**src/shared/hbp_cfg.svh**
```systemverilog
// offsets, field positions, reset values and timing counts of the pwm stage
`ifndef HBP_CFG_SVH
`define HBP_CFG_SVH

`define HBP_ADDR_W 5
`define HBP_OFS_UNIT_CTRL 5'h00
`define HBP_OFS_PERIOD 5'h04
`define HBP_OFS_TIMER_CTRL 5'h08
`define HBP_OFS_DUTY 5'h0c
`define HBP_OFS_DEAD_BAND 5'h10
`define HBP_OFS_PIN_DIR 5'h14
`define HBP_OFS_STATUS 5'h18

`define HBP_UC_EN_BIT 0
`define HBP_UC_HALF_BIT 1
`define HBP_UC_DLSB_LO 4
`define HBP_UC_DLSB_HI 5
`define HBP_TC_PS_LO 0
`define HBP_TC_PS_HI 1
`define HBP_TC_ON_BIT 2

`define HBP_RST_UNIT_CTRL 8'h00
`define HBP_RST_PERIOD 8'hff
`define HBP_RST_TIMER_CTRL 3'h0
`define HBP_RST_DUTY 8'h00
`define HBP_RST_DEAD_BAND 7'h00
`define HBP_RST_PIN_DIR 2'h3

// one instruction cycle is four clock cycles
`define HBP_CLKS_PER_INSTR 4
`define HBP_INSTR_SHIFT 2

`endif

```
**src/shared/hbp_pkg.sv**
```systemverilog
// types of the half-bridge pwm stage
package hbp_pkg;

  typedef enum logic [1:0] {
    HBP_PS_DIV1 = 2'h0,
    HBP_PS_DIV4 = 2'h1,
    HBP_PS_DIV16 = 2'h2,
    HBP_PS_DIV16B = 2'h3
  } hbp_presc_t;

  typedef logic [9:0] hbp_count10_t;

endpackage

```
**src/verilog/hbp_pwm.sv**
```systemverilog
// half-bridge pwm output stage with avalon-mm register slave
//
// How it works
// RL1: pwm waveform of ten-bit duty resolution driven on the primary pin.
// RL2: period, duty, resolution come only from period, timer, duty, unit registers.
// RL3: primary pin driver enabled only while its direction bit is cleared.
// RL4: each cycle is a period time base with a high duty portion.
// RL5: half-bridge mode drives pwm on pin a, complement on pin b.
// RL6: seven-bit dead-band count delays each output going active in half-bridge mode, in instruction cycles.
// RL7: dead band longer than the phase keeps that output inactive whole cycle.
// RL8: each bridge pin driven only while its own direction bit is cleared.
// RL9: output goes high at period match, low when timer reaches duty value.
//
// The register offsets and the Avalon-MM register port were chosen for this implementation.
`timescale 1ns/1ps
`include "hbp_cfg.svh"

module hbp_pwm
  import hbp_pkg::*;
(
  input wire logic clk,
  input wire logic arst_n,
  input wire logic [`HBP_ADDR_W-1:0] avs_address,
  input wire logic avs_read,
  input wire logic avs_write,
  input wire logic [31:0] avs_writedata,
  input wire logic [3:0] avs_byteenable,
  output logic [31:0] avs_readdata,
  output logic avs_waitrequest,
  output logic primary_pwm_pin,
  output logic primary_pwm_pin_oe,
  output logic bridge_output_b,
  output logic bridge_output_b_oe
);

  // ****************************************
  // register slave
  // ****************************************
  logic [7:0] unit_control_reg;
  logic [7:0] period_reg;
  logic [2:0] period_timer_control;
  logic [7:0] duty_cycle_reg;
  logic [6:0] dead_band_control_reg;
  logic [1:0] pin_direction_reg;
  logic ack_reg;
  logic wr_take;
  logic [31:0] rd_next;
  hbp_count10_t tmr_reg;
  logic pwm_reg;

  // one wait state, answer on second cycle
  assign avs_waitrequest = (avs_read | avs_write) & ~ack_reg;
  assign wr_take = avs_write & ack_reg & avs_byteenable[0];

  always_ff @(posedge clk or negedge arst_n)
  begin
    if (!arst_n)
      ack_reg <= 1'b0;
    else
      ack_reg <= (avs_read | avs_write) & ~ack_reg;
  end

  always_comb
  begin
    rd_next = 32'h0000_0000;
    unique case (avs_address)
      `HBP_OFS_UNIT_CTRL: rd_next[7:0] = unit_control_reg;
      `HBP_OFS_PERIOD: rd_next[7:0] = period_reg;
      `HBP_OFS_TIMER_CTRL: rd_next[2:0] = period_timer_control;
      `HBP_OFS_DUTY: rd_next[7:0] = duty_cycle_reg;
      `HBP_OFS_DEAD_BAND: rd_next[6:0] = dead_band_control_reg;
      `HBP_OFS_PIN_DIR: rd_next[1:0] = pin_direction_reg;
      `HBP_OFS_STATUS: rd_next[12:0] = {primary_pwm_pin, bridge_output_b, pwm_reg, tmr_reg};
      default: rd_next = 32'h0000_0000;
    endcase
  end

  always_ff @(posedge clk or negedge arst_n)
  begin
    if (!arst_n)
      avs_readdata <= 32'h0000_0000;
    else if (avs_read & ~ack_reg)
      avs_readdata <= rd_next;
  end

  // RL2 register writes
  always_ff @(posedge clk or negedge arst_n)
  begin
    if (!arst_n)
    begin
      unit_control_reg <= `HBP_RST_UNIT_CTRL;
      period_reg <= `HBP_RST_PERIOD;
      period_timer_control <= `HBP_RST_TIMER_CTRL;
      duty_cycle_reg <= `HBP_RST_DUTY;
      dead_band_control_reg <= `HBP_RST_DEAD_BAND;
      pin_direction_reg <= `HBP_RST_PIN_DIR;
    end
    else if (wr_take)
    begin
      unique case (avs_address)
        `HBP_OFS_UNIT_CTRL: unit_control_reg <= avs_writedata[7:0];
        `HBP_OFS_PERIOD: period_reg <= avs_writedata[7:0];
        `HBP_OFS_TIMER_CTRL: period_timer_control <= avs_writedata[2:0];
        `HBP_OFS_DUTY: duty_cycle_reg <= avs_writedata[7:0];
        `HBP_OFS_DEAD_BAND: dead_band_control_reg <= avs_writedata[6:0];
        `HBP_OFS_PIN_DIR: pin_direction_reg <= avs_writedata[1:0];
        default: ;
      endcase
    end
  end

  // ****************************************
  // period timer
  // ****************************************
  logic pwm_en;
  logic half_mode;
  logic timer_on;
  hbp_presc_t presc;
  logic [3:0] ps_cnt_reg;
  logic [3:0] ps_mask;
  logic tick;
  hbp_count10_t duty10;
  hbp_count10_t tmr_inc;
  logic period_end;

  assign pwm_en = unit_control_reg[`HBP_UC_EN_BIT];
  assign half_mode = unit_control_reg[`HBP_UC_HALF_BIT];
  assign timer_on = period_timer_control[`HBP_TC_ON_BIT];
  assign presc = hbp_presc_t'(period_timer_control[`HBP_TC_PS_HI:`HBP_TC_PS_LO]);
  assign ps_mask = (presc == HBP_PS_DIV1) ? 4'h0 : ((presc == HBP_PS_DIV4) ? 4'h3 : 4'hf);
  assign tick = timer_on & ((ps_cnt_reg & ps_mask) == ps_mask);
  // RL1 ten-bit duty value
  assign duty10 = {duty_cycle_reg, unit_control_reg[`HBP_UC_DLSB_HI:`HBP_UC_DLSB_LO]};
  assign tmr_inc = tmr_reg + 10'h001;
  // RL4 period time base ends at period match
  assign period_end = (tmr_reg[9:2] == period_reg) & (tmr_reg[1:0] == 2'h3);

  always_ff @(posedge clk or negedge arst_n)
  begin
    if (!arst_n)
      ps_cnt_reg <= 4'h0;
    else if (!timer_on | tick)
      ps_cnt_reg <= 4'h0;
    else
      ps_cnt_reg <= ps_cnt_reg + 4'h1;
  end

  always_ff @(posedge clk or negedge arst_n)
  begin
    if (!arst_n)
      tmr_reg <= 10'h000;
    else if (tick)
      tmr_reg <= period_end ? 10'h000 : tmr_inc;
  end

  // RL9 set at period start, clear at duty match
  always_ff @(posedge clk or negedge arst_n)
  begin
    if (!arst_n)
      pwm_reg <= 1'b0;
    else if (!pwm_en)
      pwm_reg <= 1'b0;
    else if (tick & period_end)
      pwm_reg <= (duty10 != 10'h000);
    else if (tick & (tmr_inc == duty10))
      pwm_reg <= 1'b0;
  end

  // ****************************************
  // dead band and pins
  // ****************************************
  logic pwm_d_reg;
  logic [8:0] db_cnt_reg;
  logic db_ok;
  logic a_next;
  logic b_next;

  always_ff @(posedge clk or negedge arst_n)
  begin
    if (!arst_n)
      pwm_d_reg <= 1'b0;
    else
      pwm_d_reg <= pwm_reg;
  end

  // RL6 count clocks since last edge, saturating
  always_ff @(posedge clk or negedge arst_n)
  begin
    if (!arst_n)
      db_cnt_reg <= 9'h000;
    else if (pwm_reg != pwm_d_reg)
      db_cnt_reg <= 9'h001;
    else if (db_cnt_reg != 9'h1ff)
      db_cnt_reg <= db_cnt_reg + 9'h001;
  end

  // RL7 edge ends phase before delay expires
  assign db_ok = (pwm_reg == pwm_d_reg) ? (db_cnt_reg >= {dead_band_control_reg, 2'h0}) :
                                          (dead_band_control_reg == 7'h00);
  // RL5 complementary pair in half-bridge mode
  assign a_next = half_mode ? (pwm_reg & db_ok) : pwm_reg;
  assign b_next = pwm_en & half_mode & ~pwm_reg & db_ok;

  always_ff @(posedge clk or negedge arst_n)
  begin
    if (!arst_n)
    begin
      primary_pwm_pin <= 1'b0;
      bridge_output_b <= 1'b0;
      primary_pwm_pin_oe <= 1'b0;
      bridge_output_b_oe <= 1'b0;
    end
    else
    begin
      primary_pwm_pin <= a_next;
      bridge_output_b <= b_next;
      // RL3 direction gates primary driver
      primary_pwm_pin_oe <= pwm_en & ~pin_direction_reg[0];
      // RL8 direction gates bridge driver
      bridge_output_b_oe <= pwm_en & half_mode & ~pin_direction_reg[1];
    end
  end

  // ****************************************
  // assertions
  // ****************************************
  // length of the current pwm high run, helper for the dead band check
  logic [8:0] hi_run_reg;

  always_ff @(posedge clk or negedge arst_n)
  begin
    if (!arst_n)
      hi_run_reg <= 9'h000;
    else if (!pwm_reg)
      hi_run_reg <= 9'h000;
    else if (hi_run_reg != 9'h1ff)
      hi_run_reg <= hi_run_reg + 9'h001;
  end
endmodule

```
**config.mk**
```make
export PLATFORM = sky130hd
export DESIGN_NAME = hbp_pwm
export DESIGN_NICKNAME = d
export VERILOG_FILES = /design/src/shared/hbp_pkg.sv /design/src/verilog/hbp_pwm.sv
export VERILOG_INCLUDE_DIRS = /design/src /design/src/shared
export SDC_FILE = /design/constraint.sdc
export NUM_CORES = 1
export LEC_CHECK = 0
export ABC_AREA = 1
export BUFFER_PORTS_ARGS = -buffer_cell sky130_fd_sc_hd__buf_2
export CORE_UTILIZATION = 30
export DETAILED_ROUTE_END_ITERATION = 6
export HOLD_SLACK_MARGIN = 0.08
export PLACE_DENSITY = 0.57
export SLEW_MARGIN = 20
export SYNTH_ARGS = -nofsm -noshare
export SYNTH_HDL_FRONTEND = slang
export SYNTH_SLANG_ARGS = --single-unit
```
**constraint.sdc**
```tcl
create_clock -name clk -period 5.35 [get_ports clk]
set_clock_uncertainty 0.15 [all_clocks]
set_input_delay 0 -clock clk [delete_from_list [all_inputs] [get_ports clk]]
set_output_delay 0 -clock clk [all_outputs]
set_load 0.01 [all_outputs]
```
After elaboration in Yosys (flattened, before gate mapping):

Index checks and enable logic that the tools add are counted.

* $add $sub $neg: 3
* equality and inequality tests: 15
* bitwise operators: 21
* reductions and logical operators: 12
* muxes and demuxes: 16
* magnitude comparators: 1

Operators with widths (count)
* case mux 4 bit (5 select lines): 1
* two-way mux 9 bit: 2
* == test 5 bit (second input constant): 3
* bitwise AND 1 bit: 14
* case mux 2 bit (7 select lines): 1
* two-way mux 4 bit: 3
* AND reduction 2 bit: 6
* adder 10 x 1 -> 10 bit (second input constant): 1
* == test 10 bit: 1
* == test 5 x 4 -> 1 bit (second input constant): 2
* two-way mux 10 bit: 1
* nonzero test 10 bit: 1
* adder 9 x 1 -> 9 bit (second input constant): 1
* >= comparator 9 bit: 1
* inequality test 9 bit (second input constant): 1
* == test 8 bit: 1
* logical NOT 7 bit: 1
* case mux 1 bit (6 select lines): 1
* == test 5 x 3 -> 1 bit (second input constant): 1
* logical NOT 5 bit: 1
* two-way mux 1 bit: 5
* two-way mux 5 bit: 1
* adder 4 x 1 -> 4 bit (second input constant): 1
* bitwise AND 4 bit: 1
* other kinds (12): 16

* word-level logic and storage cells: 85
* bits in registers: 79

Longest topological paths before layout:

* depth in word-level cells: 10
* depth in mapped cells: 12

Worst setup path before layout:

Ideal clock, no wire load.

* kind: register -> register
* start: reg db_cnt_reg[0]
* end: reg db_cnt_reg[7]
* path buffers: 0
* path slack: 3.262 ns
* setup time: 0.122 ns
* required time: 5.078 ns
* stages on the path, launching flop included: 13
* data arrival time: 1.817 ns
* path through: dfrtp_1 > ha_1 > nand2_1 > nor2_1 > nand3_1 > nor3_1 > ha_1 > nor4_2 > nand2_1 > nor3_1 > nand2_1 > o21ai_1 > a21oi_1

* longest elaborated chain between the ends: 3
* elaborated cells on any way between the ends: 5

RTL lines
* start: declaration: RTL line hbp_pwm.sv:173 `logic [8:0] db_cnt_reg;`
* start signal: assignment: RTL line hbp_pwm.sv:194 `db_cnt_reg <= db_cnt_reg + 9'h001;`
* adder 9 x 1 -> 9 bit: RTL line hbp_pwm.sv:194
* two-way mux 9 bit: RTL line hbp_pwm.sv:193 `else if (db_cnt_reg != 9'h1ff)`
* two-way mux 9 bit: RTL line hbp_pwm.sv:191 `else if (pwm_reg != pwm_d_reg)`

Parallel ways exist; a longest one is shown, timed or not. The select of a mux whose other input is x is not followed.
A chain may end at the register's enable or synchronous reset.

Final worst setup path:

Same ends and word-level chain as after synthesis.

==> impl_metrics.json <==
{
  "grt_use_total_pct": 16.5,
  "netlist_instances": 528,
  "max_cap_violations": 0,
  "nFillCells": 1447,
  "register_area_sq_um": 1990,
  "hold_path.class": "in -> async",
  "synth-main-ff-cell": "dfrtp_1",
  "swShare_pct": 28.7,
  "clkTransAtPathRegs_ps": 60,
  "htree_levels": 3,
  "synth_area_leaders": "dfrtp_1 (40%), nand2_1 (11%), dfstp_2 (6.1%)",
  "num-nets-final": 638,
  "vias": 3737,
  "initial_utilization_pct": 31.0,
  "relSlewSlack_pct": 44.4,
  "antenna_found_initial": 0,
  "drt_iter0_drc": 294,
  "ios": 82,
  "slew_viol_final": 0,
  "die-area_sq_um": 14900,
  "ys_warn_count": 0,
  "vias_per_cell": 4.88,
  "fin_cells": 766,
  "post_cts_resized": 0,
  "synth_seq_area_share_pct": 46.1,
  "vdd_drop_max_uv": 183,
  "dp_hpwl_mm": 8.31,
  "pwr-share-comb_pct": 16.0,
  "dieHeight_um": 122,
  "outcome": "complete, no violations",
  "synth-edff-count": 0,
  "first_global_vias": 3560,
  "power_density_nw_per_um2": 333,
  "critical_path.endpoint_type": "flip-flop",
  "rows": 43,
  "p_leak_nw": 2.33,
  "p_seq_share_pct": 42.3,
  "yosysTopAreaCell": "dfrtp_1",
  "syn-cell-area_sq_um": 4310,
  "area_growth_pct": 18.6,
  "rsz0062_at_grt": "no",
  "firstDrtPassIters": 5,
  "arrival_ps": 2400,
  "wl_per_cell_um": 14.6,
  "clk_latency_ps": 340,
  "clk_path_buf_depth": 2,
  "fmax_mhz": 430,
  "clkPwrFrac_pct": 41.7,
  "chipWidth_um": 122,
  "synth_seq_cells": 79,
  "path_class": "reg -> reg",
  "required_ps": 5420,
  "n_antenna_cell": 0,
  "path_max_fanout": 3,
  "clockRootBuffer": "clkbuf_16",
  "post-route-util_pct": 36.7,
  "p_switching_mw": 0.490,
  "port_buffers": 35,
  "gp_congestion": 0.905,
  "synth_top_area_share_pct": 40.0,
  "hold_viol": 0,
  "setup_viol": 0,
  "avgSynthCellArea_sq_um": 8.17,
  "cts_buffers": 9,
  "antenna_left": 0,
  "dp_cells": 733,
  "post-route-period-util_pct": 43.4,
  "drc_errors": 0,
  "fin_tns_setup_ps": 0,
  "largest_reg_flops": 13,
  "core_area_sq_um": 13900,
  "cts_sinks": 79,
  "grt_pass1_wl_mm": 18.7,
  "yosysUniqueCellTypes": 42,
  "startpoint_type": "flip-flop",
  "postCtsSetupBuffers": 0,
  "cts_tree": "done",
  "grt_max_degree": 80,
  "finalCriticalPeriod_ps": 2320,
  "drt_wl_total_mm": 11.2,
  "ctsHoldBuffers": 17,
  "grt-ovfl-total": 0,
  "async_flop_share_pct": 100,
  "internal_power_mw": 1.22,
  "drive_gt1_share_pct": 16.0,
  "multi_input_area_sq_um": 1970,
  "tightest_slew_ps": 828
}
metrics by stage:
step / worst slack, ps / cell area [sq um] / hold slack [ps] / total power, mW
floorplan: 3260 / 4380 / -446 / 0.908
global placement: 3080 / 4600 / 69.4 / 0.984
detailed placement: 3050 / 4600 / 84.8 / 0.992
CTS: 3030 / 5110 / 159 / 1.72
global route: 2780 / 5120 / 193 / 1.79
finish: 3030 / 5120 / 117 / 1.70
per-layer routing:
metal / global-route usage, % / share of wire [%]
met5: 0 / 0
met4: 5.02 / 1.4
met1: 24.5 / 50
met2: 24.4 / 44
met3: 2.34 / 5.4
power by group through the flow:
stage	combinational [mW]	sequential [mW]	clock [mW]
6_report	0.272	0.722	0.711
3_5_place_dp	0.262	0.730	0
5_1_grt	0.310	0.729	0.750
4_1_cts	0.273	0.720	0.724
3_3_place_gp	0.255	0.729	0
2_1_floorplan	0.203	0.705	0
logic make-up after synthesis:
family / share of synthesized area [%]
DFF: 46.1
and+or+nand+nor: 24.8
AOI/OAI and AO/OA: 14.4
other: 0.0869
buffers and inverters: 9.89
xor gates and xnor gates: 1.22
adders and majority gates: 3.48
layout by cell type (no fill, tap or decap), types with 17 or more instances in the layout:
cell type | netlist | routed
nand3_1 | 20 | 20
o21ai_0 | 27 | 27
a21oi_1 | 22 | 22
inv_1 | 56 | 56
nor2_1 | 28 | 28
dlygate4sd3_1 | 0 | 17
o21ai_1 | 32 | 32
conb_1 | 1 | 19
buf_2 | 8 | 34
dfrtp_1 | 69 | 69
nand2_1 | 126 | 126
synthesized netlist by cell type (7+ instances only):
library cell	number
nand2_2	10
inv_1	56
nor2_1	28
nand3_1	20
o22ai_1	14
buf_4	19
o21ai_1	32
nor2_4	7
inv_2	7
nand2_1	126
nor3_1	8
a21oi_1	22
dfrtp_1	69
nand4_1	10
ha_1	12
o21ai_0	27
buf_2	8
dfstp_2	10
area by class of cell:
cell class,instances,share of cell area [%]
Tap cell,180,4.40
Clock inverter,7,2.35
Inverter,64,4.69
Clock buffer,9,4.40
Timing Repair Buffer,52,6.87
Sequential cell,79,38.9
Multi-Input combinational cell,375,38.4
worst paths after layout:
path	startpoint	endpoint	slack, ps	cells after the start
worst max-delay path	db_cnt_reg[0]$_DFFE_PN0P_	db_cnt_reg[7]$_DFFE_PN0P_	3030	12
worst min-delay path	arst_n	ack_reg$_DFF_PN0_	120	2
worst max register to register	db_cnt_reg[0]$_DFFE_PN0P_	db_cnt_reg[7]$_DFFE_PN0P_	3030	12
worst min register to register	avs_readdata[0]$_DFFE_PN0P_	avs_readdata[0]$_DFFE_PN0P_	330	1
max in group asynchronous	arst_n	tmr_reg[2]$_DFFE_PN0P_	4440	2
min in group clk	avs_byteenable[0]	pin_direction_reg[1]$_DFFE_PN1P_	160	4
critical path, stage by stage (launching register included):
cell,delay [ps]
dfrtp_1,380
ha_1,230
nand2_1,70
nor2_1,50
nand3_1,70
nor3_1,50
ha_1,210
nor4_2,390
nand2_1,130
nor3_1,210
nand2_1,100
o21ai_1,130
a21oi_1,50
(Power assumes the default switching activity.)
